File: src/core/awd_regs.vh
// Register indices, field positions and reset values of the window detector.
// Assumes byte address = 4 * index on a 32-bit APB bus.
`ifndef AWD_REGS_VH
`define AWD_REGS_VH

// ***************************************************************
// Bus geometry
// ***************************************************************
`define AWD_ADDR_W        12
`define AWD_IDX_W         10
`define AWD_BYTE_LANE     2'b00

// ***************************************************************
// Register indices
// ***************************************************************
`define AWD_IDX_RES_LOW   10'h0bd
`define AWD_IDX_RES_HIGH  10'h0be
`define AWD_IDX_GT_LOW    10'h0c3
`define AWD_IDX_GT_HIGH   10'h0c4
`define AWD_IDX_LT_LOW    10'h0c5
`define AWD_IDX_LT_HIGH   10'h0c6
`define AWD_IDX_CTRL      10'h0e8
`define AWD_IDX_INT_STAT  10'h0f0
`define AWD_IDX_INT_MASK  10'h0f1

// ***************************************************************
// Converter control fields
// ***************************************************************
`define AWD_CTL_ENABLE    7
`define AWD_CTL_BURST     6
`define AWD_CTL_DONE      5
`define AWD_CTL_BUSY      4
`define AWD_CTL_WIN       3
`define AWD_CTL_LJST      2
`define AWD_CTL_MODE_HI   1
`define AWD_CTL_MODE_LO   0
`define AWD_CTL_RST       8'h00

// ***************************************************************
// Interrupt status and mask fields
// ***************************************************************
`define AWD_INT_WIN       0
`define AWD_INT_DONE      1
`define AWD_INT_W         2
`define AWD_INT_RST       2'h0

// ***************************************************************
// Limit and result reset values
// ***************************************************************
`define AWD_GT_RST        16'hffff
`define AWD_LT_RST        16'h0000
`define AWD_RES_RST       16'h0000
`define AWD_BYTE_RST      8'h00

`endif

File: src/core/awd_top.v
// Window detector with APB register file, result capture and interrupt.
// Assumes conv_done, conv_result and conv_busy come from logic on pclk;
// the converter presents conv_result already justified as left_justify says;
// software programs the limits in that same justification, nothing shifts here.
//
// Behaviour
// - Every new result word is compared against both limits, no software needed.
// - A hit sets the window flag in control register; interrupt or polling.
// - Greater-than and less-than limits are 16 bits, split high and low bytes.
// - Limit order alone selects inside-window or outside-window meaning.
// - Inside: flag when result strictly above gt and strictly below lt.
// - Outside: flag when result strictly below lower or above upper bound.
// - Results and limits compare as unsigned integers.
//
// The APB interface to the registers was decided locally.
`timescale 1ns/1ps
`include "awd_regs.vh"

// ***************************************************************
// Window detector top
// ***************************************************************
module awd_top (
    // Clock and reset
    input  wire        pclk,
    input  wire        presetn,
    // APB slave
    input  wire        psel,
    input  wire        penable,
    input  wire        pwrite,
    input  wire [11:0] paddr,
    input  wire [31:0] pwdata,
    output reg  [31:0] prdata,
    output wire        pready,
    output wire        pslverr,
    // Converter result side
    input  wire        conv_done,
    input  wire [15:0] conv_result,
    input  wire        conv_busy,
    // Converter control side
    output wire        conv_enable,
    output wire        burst_enable,
    output wire [1:0]  start_mode,
    output wire        left_justify,
    output reg         conv_start,
    // Interrupt
    output wire        irq
);

    // ***************************************************************
    // Address decoding helpers
    // ***************************************************************

    // True when the byte address selects the given register index
    function is_reg;
        input [11:0] addr;
        input [9:0]  idx;
        begin
            is_reg = (addr[11:2] == idx) && (addr[1:0] == `AWD_BYTE_LANE);
        end
    endfunction

    // True when the byte address selects any mapped register
    function is_mapped;
        input [11:0] addr;
        begin
            is_mapped = is_reg(addr, `AWD_IDX_RES_LOW)  ||
                        is_reg(addr, `AWD_IDX_RES_HIGH) ||
                        is_reg(addr, `AWD_IDX_GT_LOW)   ||
                        is_reg(addr, `AWD_IDX_GT_HIGH)  ||
                        is_reg(addr, `AWD_IDX_LT_LOW)   ||
                        is_reg(addr, `AWD_IDX_LT_HIGH)  ||
                        is_reg(addr, `AWD_IDX_CTRL)     ||
                        is_reg(addr, `AWD_IDX_INT_STAT) ||
                        is_reg(addr, `AWD_IDX_INT_MASK);
        end
    endfunction

    // ***************************************************************
    // Storage
    // ***************************************************************
    // Reset values of the limits, split into byte halves below
    localparam [15:0] gt_rst_value = `AWD_GT_RST;
    localparam [15:0] lt_rst_value = `AWD_LT_RST;

    reg  [7:0]  gt_high;
    reg  [7:0]  gt_low;
    reg  [7:0]  lt_high;
    reg  [7:0]  lt_low;
    reg  [15:0] result_word;
    reg  [7:0]  ctrl;
    reg  [1:0]  int_status;
    reg  [1:0]  int_mask;

    wire        access;
    wire        mapped;
    wire        wr_en;
    wire [7:0]  wbyte;
    wire [15:0] gt_limit;
    wire [15:0] lt_limit;
    wire        win_hit;
    wire        win_event;
    wire        inside_mode;
    wire        wr_gt_high;
    wire        wr_gt_low;
    wire        wr_lt_high;
    wire        wr_lt_low;
    wire        wr_ctrl;
    wire        wr_int_stat;
    wire        wr_int_mask;

    reg  [7:0]  next_ctrl;
    reg  [1:0]  next_int_status;
    reg  [31:0] next_prdata;

    // ***************************************************************
    // APB handshake
    // ***************************************************************

    // Zero wait states; unmapped or misaligned access reports an error
    assign access  = psel & penable;
    assign mapped  = is_mapped(paddr);
    assign pready  = 1'b1;
    assign pslverr = access & ~mapped;
    assign wr_en   = access & pwrite & mapped;
    assign wbyte   = pwdata[7:0];

    // ***************************************************************
    // Write strobes
    // ***************************************************************

    // One strobe per writable register, decoded once and shared;
    // refused addresses never raise a strobe, so they change nothing
    assign wr_gt_high  = wr_en & is_reg(paddr, `AWD_IDX_GT_HIGH);
    assign wr_gt_low   = wr_en & is_reg(paddr, `AWD_IDX_GT_LOW);
    assign wr_lt_high  = wr_en & is_reg(paddr, `AWD_IDX_LT_HIGH);
    assign wr_lt_low   = wr_en & is_reg(paddr, `AWD_IDX_LT_LOW);
    assign wr_ctrl     = wr_en & is_reg(paddr, `AWD_IDX_CTRL);
    assign wr_int_stat = wr_en & is_reg(paddr, `AWD_IDX_INT_STAT);
    assign wr_int_mask = wr_en & is_reg(paddr, `AWD_IDX_INT_MASK);

    // ***************************************************************
    // Limit registers
    // ***************************************************************

    // Byte halves joined into the 16-bit limits
    assign gt_limit = {gt_high, gt_low};
    assign lt_limit = {lt_high, lt_low};

    // Greater-than limit bytes; with the reset pair the outside
    // window is empty, so nothing hits before software sets limits
    always @(posedge pclk or negedge presetn) begin
        if (!presetn) begin
            gt_high <= gt_rst_value[15:8];
            gt_low  <= gt_rst_value[7:0];
        end else begin
            if (wr_gt_high) begin
                gt_high <= wbyte;
            end
            if (wr_gt_low) begin
                gt_low <= wbyte;
            end
        end
    end

    // Less-than limit bytes; each byte stands alone, so software
    // sees a mixed limit between its two writes
    always @(posedge pclk or negedge presetn) begin
        if (!presetn) begin
            lt_high <= lt_rst_value[15:8];
            lt_low  <= lt_rst_value[7:0];
        end else begin
            if (wr_lt_high) begin
                lt_high <= wbyte;
            end
            if (wr_lt_low) begin
                lt_low <= wbyte;
            end
        end
    end

    // ***************************************************************
    // Window comparison
    // ***************************************************************

    // Compare the incoming word as it is written to the output registers;
    // using it rather than the captured word saves a cycle of lag
    awd_cmp u_cmp (
        .result      (conv_result),
        .gt_limit    (gt_limit),
        .lt_limit    (lt_limit),
        .inside_mode (inside_mode),
        .hit         (win_hit)
    );

    // One event per new result that lands in the window condition;
    // conv_result only counts in the cycle of conv_done
    assign win_event = conv_done & win_hit;

    // Result word capture for software reads
    always @(posedge pclk or negedge presetn) begin
        if (!presetn) begin
            result_word <= `AWD_RES_RST;
        end else if (conv_done) begin
            result_word <= conv_result;
        end
    end

    // ***************************************************************
    // Converter control register
    // ***************************************************************

    // Flags clear on a written zero, and a same-cycle event wins
    always @* begin
        next_ctrl = ctrl;
        if (wr_ctrl) begin
            next_ctrl[`AWD_CTL_ENABLE]  = wbyte[`AWD_CTL_ENABLE];
            next_ctrl[`AWD_CTL_BURST]   = wbyte[`AWD_CTL_BURST];
            next_ctrl[`AWD_CTL_LJST]    = wbyte[`AWD_CTL_LJST];
            next_ctrl[`AWD_CTL_MODE_HI] = wbyte[`AWD_CTL_MODE_HI];
            next_ctrl[`AWD_CTL_MODE_LO] = wbyte[`AWD_CTL_MODE_LO];
            if (!wbyte[`AWD_CTL_DONE]) begin
                next_ctrl[`AWD_CTL_DONE] = 1'b0;
            end
            if (!wbyte[`AWD_CTL_WIN]) begin
                next_ctrl[`AWD_CTL_WIN] = 1'b0;
            end
        end
        next_ctrl[`AWD_CTL_BUSY] = 1'b0;
        if (conv_done) begin
            next_ctrl[`AWD_CTL_DONE] = 1'b1;
        end
        if (win_event) begin
            next_ctrl[`AWD_CTL_WIN] = 1'b1;
        end
    end

    // Control register state
    always @(posedge pclk or negedge presetn) begin
        if (!presetn) begin
            ctrl <= `AWD_CTL_RST;
        end else begin
            ctrl <= next_ctrl;
        end
    end

    // Start pulse on a written one to the busy bit while enabled;
    // enable must already stand, one write cannot enable and start
    always @(posedge pclk or negedge presetn) begin
        if (!presetn) begin
            conv_start <= 1'b0;
        end else begin
            conv_start <= wr_ctrl && wbyte[`AWD_CTL_BUSY] && ctrl[`AWD_CTL_ENABLE];
        end
    end

    // Control fields driven to the converter
    assign conv_enable  = ctrl[`AWD_CTL_ENABLE];
    assign burst_enable = ctrl[`AWD_CTL_BURST];
    assign start_mode   = {ctrl[`AWD_CTL_MODE_HI], ctrl[`AWD_CTL_MODE_LO]};
    assign left_justify = ctrl[`AWD_CTL_LJST];

    // ***************************************************************
    // Interrupt status and mask
    // ***************************************************************

    // Sticky bits, cleared by a written one, set wins over clear;
    // an event on the clearing edge is kept, so none is lost
    always @* begin
        next_int_status = int_status;
        if (wr_int_stat) begin
            next_int_status = int_status & ~wbyte[`AWD_INT_W-1:0];
        end
        if (win_event) begin
            next_int_status[`AWD_INT_WIN] = 1'b1;
        end
        if (conv_done) begin
            next_int_status[`AWD_INT_DONE] = 1'b1;
        end
    end

    // Status register state
    always @(posedge pclk or negedge presetn) begin
        if (!presetn) begin
            int_status <= `AWD_INT_RST;
        end else begin
            int_status <= next_int_status;
        end
    end

    // Mask register; it gates only the level output,
    // status still records every event
    always @(posedge pclk or negedge presetn) begin
        if (!presetn) begin
            int_mask <= `AWD_INT_RST;
        end else if (wr_int_mask) begin
            int_mask <= wbyte[`AWD_INT_W-1:0];
        end
    end

    // Level interrupt while any unmasked status bit is set;
    // built from flops, it drops the cycle after a clearing write
    assign irq = |(int_status & int_mask);

    // ***************************************************************
    // Read path
    // ***************************************************************

    // Read multiplexer; narrow registers sit in the low bits
    always @* begin
        next_prdata = 32'h0000_0000;
        if (is_reg(paddr, `AWD_IDX_RES_LOW)) begin
            next_prdata[7:0] = result_word[7:0];
        end else if (is_reg(paddr, `AWD_IDX_RES_HIGH)) begin
            next_prdata[7:0] = result_word[15:8];
        end else if (is_reg(paddr, `AWD_IDX_GT_LOW)) begin
            next_prdata[7:0] = gt_low;
        end else if (is_reg(paddr, `AWD_IDX_GT_HIGH)) begin
            next_prdata[7:0] = gt_high;
        end else if (is_reg(paddr, `AWD_IDX_LT_LOW)) begin
            next_prdata[7:0] = lt_low;
        end else if (is_reg(paddr, `AWD_IDX_LT_HIGH)) begin
            next_prdata[7:0] = lt_high;
        end else if (is_reg(paddr, `AWD_IDX_CTRL)) begin
            next_prdata[7:0] = ctrl;
            next_prdata[`AWD_CTL_BUSY] = conv_busy;
        end else if (is_reg(paddr, `AWD_IDX_INT_STAT)) begin
            next_prdata[`AWD_INT_W-1:0] = int_status;
        end else if (is_reg(paddr, `AWD_IDX_INT_MASK)) begin
            next_prdata[`AWD_INT_W-1:0] = int_mask;
        end
    end

    // Read data captured in the setup cycle, held through access;
    // a flag set on that same edge shows on the next read
    always @(posedge pclk or negedge presetn) begin
        if (!presetn) begin
            prdata <= 32'h0000_0000;
        end else if (psel && !penable && !pwrite) begin
            prdata <= next_prdata;
        end
    end

endmodule // awd_top

File: src/core/awd_cmp.v
// Window comparator: decides whether one result word is a window hit.
// Assumes result and limits share one justification, all unsigned.
`timescale 1ns/1ps

// ***************************************************************
// Window comparator
// ***************************************************************
module awd_cmp (
    // Result word under test
    input  wire [15:0] result,
    // Software limits
    input  wire [15:0] gt_limit,
    input  wire [15:0] lt_limit,
    // Decision
    output wire        inside_mode,
    output wire        hit
);

    wire above_gt;
    wire below_lt;

    // Strict unsigned comparisons
    assign above_gt    = (result > gt_limit);
    assign below_lt    = (result < lt_limit);

    // Limit order alone picks inside or outside meaning
    assign inside_mode = (lt_limit > gt_limit);

    // Inside: gt < r < lt; outside: r < lt or r > gt
    assign hit = inside_mode ? (above_gt & below_lt)
                             : (above_gt | below_lt);

endmodule // awd_cmp

File: config.mk
export PLATFORM = sky130hd
export DESIGN_NAME = awd_top
export DESIGN_NICKNAME = d
export VERILOG_FILES = /design/src/core/awd_top.v /design/src/core/awd_cmp.v
export VERILOG_INCLUDE_DIRS = /design/src /design/src/core
export SDC_FILE = /design/constraint.sdc
export NUM_CORES = 1
export LEC_CHECK = 0
export CAP_MARGIN = 10
export CORE_UTILIZATION = 35
export DETAILED_ROUTE_END_ITERATION = 10
export DONT_BUFFER_PORTS = 1
export PLACE_DENSITY = 0.56
export SLEW_MARGIN = 40
export SYNTH_ARGS = -nofsm -noshare
export SYNTH_HDL_FRONTEND = slang
export SYNTH_SLANG_ARGS = --single-unit
File: constraint.sdc
create_clock -name pclk -period 4.4 [get_ports pclk]
set_clock_uncertainty 0.15 [all_clocks]
set_input_delay 0 -clock pclk [delete_from_list [all_inputs] [get_ports pclk]]
set_output_delay 0 -clock pclk [all_outputs]
set_load 0.01 [all_outputs]
==> results of run 1 <==
-- flip-flops by register name, indices dropped and copies added (netlist names) --
| signal | count |
|---|---|
| result_word | 16 |
| gt_high | 8 |
| gt_low | 8 |
| lt_high | 8 |
| lt_low | 8 |
| prdata | 8 |
| ctrl | 7 |
| int_mask | 2 |
| int_status | 2 |
| conv_start | 1 |
-- cell families (layout without fill, tap and decap cells) --
logic type                 count (synthesis)  count (layout)  share of synthesized area (%)
adders and majority gates                 47              47                          12.70
other                                      2              26                         0.1621
buffers and inverters                     77              95                          8.590
muxes                                     26              26                          6.267
and+or+nand+nor                          128             128                          14.86
AOI/OAI and AO/OA                        152             152                          20.26
DFF                                       68              68                          37.17
-- power by group through the flow --
stage / Sequential [mW] / Clock (mW) / Combinational [mW]
floorplan: 0.678 / 0 / 0.100
finish: 0.674 / 0.871 / 0.148
detailed placement: 0.685 / 0 / 0.0924
global placement: 0.684 / 0 / 0.0897
CTS: 0.674 / 0.878 / 0.148
global route: 0.677 / 0.904 / 0.167
-- through the flow --
step           power (mW)  instances  setup slack [ns]  area, um2  util, %
3_5_place_dp       0.7774        653             1.904       4682    36.65
6_report            1.694        714             1.342       5515    43.18
4_1_cts             1.700        713             1.240       5499    43.05
2_1_floorplan      0.7778        523             2.129       4718        -
3_3_place_gp       0.7740        653             1.875       4671    36.57
5_1_grt             1.748        713             1.160       5513    43.16
-- routing by layer --
layer,wire length [um],vias to the layer above
met5,0,-
met4,428,0
met3,711,27
met2,6236,128
met1,6333,1917
li1,-,1853
-- worst max path at each step --
stage | to | slack [ns] | depth (start not counted)
floorplan | ctrl[3]$_DFFE_PN0P_ | 2.13 | 8
global placement | prdata[6]$_DFFE_PN0P_ | 1.88 | 5
detailed placement | ctrl[3]$_DFFE_PN0P_ | 1.90 | 8
CTS | gt_low[6]$_DFFE_PN1P_ | 1.24 | 8
global route | gt_low[6]$_DFFE_PN1P_ | 1.16 | 8
finish | gt_low[6]$_DFFE_PN1P_ | 1.34 | 8
-- synth_stat cells (all sizes together) (3+ instances only) --
cell / instances
nand4: 4
nor4: 3
a31oi: 4
and3: 4
o21ai: 62
inv: 34
nor2: 12
nor3: 8
nand3: 15
a211oi: 9
nor2b: 5
a21o: 3
and4: 7
a221o: 4
a21oi: 30
mux2: 24
o22ai: 4
nand2: 58
buf: 33
a211o: 7
dfrtp: 52
a2bb2oi: 5
clkbuf: 10
a22oi: 6
o211ai: 5
and2: 3
ha: 47
a22o: 3
dfstp: 16
-- area by class of cell --
cell class              instances  share of cell area [%]
multi-input cells             378                   47.66
diodes                          1                 0.04537
inverters                      34                   2.314
repair buffers                 45                   8.348
flip-flops and latches         68                   31.22
clock inverters                 5                   1.928
well taps                     172                   3.902
clock buffers                  11                   4.583
-- repair_timing --
action,CTS,global route
setup buffers,0,0
hold endpoints to repair,132,0
setup endpoints to repair,0,0
hold buffers,44,0
==> metrics.txt, run 1 <==
power per cell area=307.1 nW/um2; arrival time worst endpoint=3.20 ns; RSZ-0062 raised after global routing=false; CP Launch Type=primary input; Worst Max-Slew Pin Slew=0.6839 ns; CTS tree=yes; I/O Buffers=0; Initial Util=36.26%; die width=117.0 um; Post-CTS Resized=0; layout cells sized above 1=13.31%; Tmin final=3.058 ns; Post-Syn Instances=500; most frequent CP cell=dlygate4sd3_1; H-tree Lvls=3; routed wire length=13710 um; Syn Area/Cell=9.264 um2; Crit. End Element=flop; Sw Ratio=22.66%; pin count of the biggest net entering global routing=69; Worst Setup SP=paddr[2]; crit-path leading delay family=buffers and inverters; CP max stage delay=0.66 ns; # Max-Cap Violations=0; Avg WL per Cell=19.20 um; post-synthesis sequential area ratio=37.17%; global routing's busiest layer=met2; Async SR Flop Fraction=100.0%; setup_tns=0 ns; WP data required=4.54 ns; net switching power=383.8 uW; Vias=3925; worst hold margin=0.01333 ns; Multi-input gate area=2629 um2; post-route ant nets=0; Relative slew margins=54.28%; #FFs+latches synth=68; GP Congestion=0.8949; register share of total power=39.8%; first-pass GRT wire length=21650 um; initial detailed-routing violation count=292; die area=13700 um2; Num CTS Buffers=9; Worst path slowest cell=dlygate4sd3_1; commonest non-fill, non-tap cell in the layout=o21ai_0; Buf/Inv on CP=4; Setup CP Type=primary input to flop; met3 GRT Util=3.399%; endpoints failing hold=0; Logic pwr share=8.7%; hold depth=2; EDFF count, synth=0; WHS Endpoint=pslverr; Tcrit/Tclk final=69.51%; # IOs=108; hold_sp=psel; placed wire-length estimate=10050 um; Die Ht=117.0 um; synth top area cells=dfrtp_1 28%, ha_1 13%, dfstp_2 9.1%; reg2reg setup slack=1.88 ns; worst-skew pair later-pin latency=0.35 ns; RR Startpoint=gt_low[3]$_DFFE_PN1P_; CP cell instances=dlygate4sd3_1 -> nand3_1 -> dlygate4sd3_1 -> nor3_4 -> nand2_1 -> dlygate4sd3_1 -> o21ai_0 -> dlygate4sd3_1; Fillers=1272; Yosys cell types=51; Max VDD drop=0.1460 mV; met1 track demand over resource=29.05%; clock sinks=68; RR Endpoint=ctrl[3]$_DFFE_PN0P_; commonest cells after routing, fill and taps aside=60 x o21ai_0, 58 x nand2_1, 52 x dfrtp_1, 47 x ha_1, 42 x dlygate4sd3_1; Overflow after GRT=0; GRT met2 Usage=34.04%; final number of max-transition violations=0; fin nets=650; main flop type after synthesis=dfrtp_1; largest area contributor in the netlist=dfrtp_1; outcome=finished clean; Ys Warns=0; global-route usage over all layers=21.68%; post-synth top area share=28.09%; Remaining DRCs=0; crit-path max FO=15; row cnt=41; CTS root buf=clkbuf_16; vias in the first global route=3939; antenna violations before repair=1; P_int=1.310 mW; hold crit path type=primary input to output port; sequential cell area=1722 um2; clock group share of total power=51.5%; Via-to-Cell Ratio=5.497; Area Overhead vs Synth=19.07%; core region area=12770 um2; Clock transition at path regs=0.06 ns; Cell Area, Synth=4632 um2; leakage=2.517 nW; DRT Pass-1 Iters=5; final setup violation count=0; R2R depth=8; fmax=327.0 MHz; Clock Tree Buf Depth=2
Note: power is estimated with default switching activity, not from simulation.
==> inputs of run 2 (changes only) <==
PLACE_DENSITY = 0.58   (was 0.56)
clock period = 2.5 ns   (was 4.4 ns; I/O delays follow)
==> metrics.txt, run 2 (synthesis results as in run 1) <==
largest reg by FF count=result_word; H-tree Lvls=3 (unchanged); Crit. End Element=flop; Relative slew margins=51.92% (-2.4 points); die area=13700 um2 (unchanged); Area Overhead vs Synth=16.61%; Worst Max-Slew Pin Slew=0.7197 ns (+0.03580 ns); hold_sp=paddr[7]; Placement Setup Slack=0.06275 ns (-1.841 ns); Num CTS Buffers=9 (unchanged); setup_tns=0 ns (unchanged); Pwr Total=2.647 mW (+56%); I/O Buffers=0 (unchanged); commonest non-fill, non-tap cell in the layout=o21ai_0; Initial Util=36.26% (unchanged); Avg WL per Cell=19.26 um (+0.30%); fmax=414.0 MHz; row cnt=41 (unchanged); Remaining DRCs=0 (unchanged); post-route ant nets=0 (unchanged); vias in the first global route=3875 (-1.6%); arrival time worst endpoint=2.49 ns (-0.71 ns); core region area=12770 um2 (unchanged); clock sinks=68 (unchanged); routed wire length=13690 um (-0.12%); Final Util=42.29% (-0.89 points); WP data required=2.57 ns (-1.97 ns); # Max-Cap Violations=0 (unchanged); Largest register FFs=16 (unchanged); initial detailed-routing violation count=196 (-33%); worst-skew pair later-pin latency=0.34 ns (about the same); die width=117.0 um (unchanged); final number of max-transition violations=0 (unchanged); placed cell area=4723 um2 (+0.88%); endpoints failing hold=0 (unchanged); CTS root buf=clkbuf_16; reg2reg setup slack=0.08 ns (-1.80 ns); antenna violations before repair=0 (-1); Overflow after GRT=0 (unchanged); WHS Endpoint=prdata[1]$_DFFE_PN0P_; DRT Pass-1 Iters=5 (unchanged); Tmin final=2.416 ns; ANT cells=0 (-1); global-route usage over all layers=21.18% (-0.50 points); final instance area=5401 um2 (-2.1%); R2R depth=8 (unchanged); hold crit path type=primary input to flop; Setup CP Type=flop to flop; RR Endpoint=ctrl[3]$_DFFE_PN0P_; Clock transition at path regs=0.06 ns (about the same); # IOs=108 (unchanged); RSZ-0062 raised after global routing=false; CP Launch Type=flop; pin count of the biggest net entering global routing=69 (unchanged); Setup Buffers After CTS=0 (unchanged); power per cell area=490.0 nW/um2 (+60%); Via-to-Cell Ratio=5.489 (-0.14%); RR Startpoint=gt_low[5]$_DFFE_PN1P_; Die Ht=117.0 um (unchanged); placed wire-length estimate=10370 um (+3.1%); crit-path max FO=4 (-11); fin nets=648 (-0.31%); commonest cells after routing, fill and taps aside=59 x o21ai_0, 58 x nand2_1, 52 x dfrtp_1, 46 x ha_1, 34 x inv_1; Tcrit/Tclk final=96.62%; CTS tree=yes; GP Congestion=0.8886 (-0.70%); first-pass GRT wire length=21330 um (-1.5%); hold depth=4 (+2); final setup violation count=0 (unchanged); outcome=finished clean; Max VDD drop=0.3548 mV (+140%); Clock Tree Buf Depth=2 (unchanged); leakage=2.437 nW (-3.2%); layout cells sized above 1=15.40% (+2.1 points); Vias=3903 (-0.56%); Final WS setup=0.08447 ns (-1.257 ns)
## run 2: cell count changes in the layout (fill, tap and decap cells not counted), sizes merged
cell	delta
diode	-1
buf	+7
clkinv	+4
inv	-1
bufinv	-3
clkinvlp	-1
clkbuf	+1
dlygate4sd3	-9
## run 2: timing repair
item	CTS	global route
resized for setup	0	7
hold buffers	35	0
endpoints found under the setup margin	0	1
endpoints found under the hold margin	131	0
## run 2: worst max-delay path by stage
stage / start / end / slack [ns]
2_1_floorplan: gt_low[3]$_DFFE_PN1P_ / ctrl[3]$_DFFE_PN0P_ / 0.23
3_3_place_gp: gt_low[3]$_DFFE_PN1P_ / ctrl[3]$_DFFE_PN0P_ / 0.08
3_5_place_dp: gt_low[3]$_DFFE_PN1P_ / ctrl[3]$_DFFE_PN0P_ / 0.06
4_1_cts: gt_low[3]$_DFFE_PN1P_ / ctrl[3]$_DFFE_PN0P_ / 0.04
5_1_grt: gt_high[4]$_DFFE_PN1P_ / ctrl[3]$_DFFE_PN0P_ / 0.001
6_report: gt_low[5]$_DFFE_PN1P_ / ctrl[3]$_DFFE_PN0P_ / 0.08
## run 2: critical path, cell delays in order (launching register included)
cell and delay (ns):
dfstp_2 0.52, inv_1 0.07, ha_1 0.32, and4_4 0.19
o21ai_1 0.10, a31oi_1 0.15, o31ai_2 0.33, a2bb2oi_2 0.10
or3_1 0.37
## run 2: final cells by class
class,count,area (um2)
inverter,34,127.6
fill,1273,7372
timing repair buffer,43,422.9
tap,172,215.2
sequential,68,1722
clock buffer,12,256.5
clock inverter,4,23.77
multi-input combinational,378,2634
## run 2: layer usage
layer  vias up  wire length, um  track usage, %
met5         -                0               0
met4         0              298           8.439
met3        22              671           3.090
met2       124             6394           34.12
met1      1911             6328           28.73
li1       1846                -               -
## run 2: power by group
part | switching (mW) | total (mW) | internal [mW]
clock | 0.475 | 1.20 | 0.721
combinational | 0.138 | 0.259 | 0.120
sequential | 0.0395 | 1.19 | 1.15
total | 0.653 | 2.65 | 1.99
## run 2: through the flow
| step | hold slack [ns] | std cells |
|---|---|---|
| after global placement | -0.4427 | 660 |
| after detailed placement | -0.4427 | 660 |
| after CTS | 0.004008 | 711 |
| after global routing | 0.01505 | 711 |
| final | 0.006522 | 711 |
| after floorplan | -0.4456 | 523 |
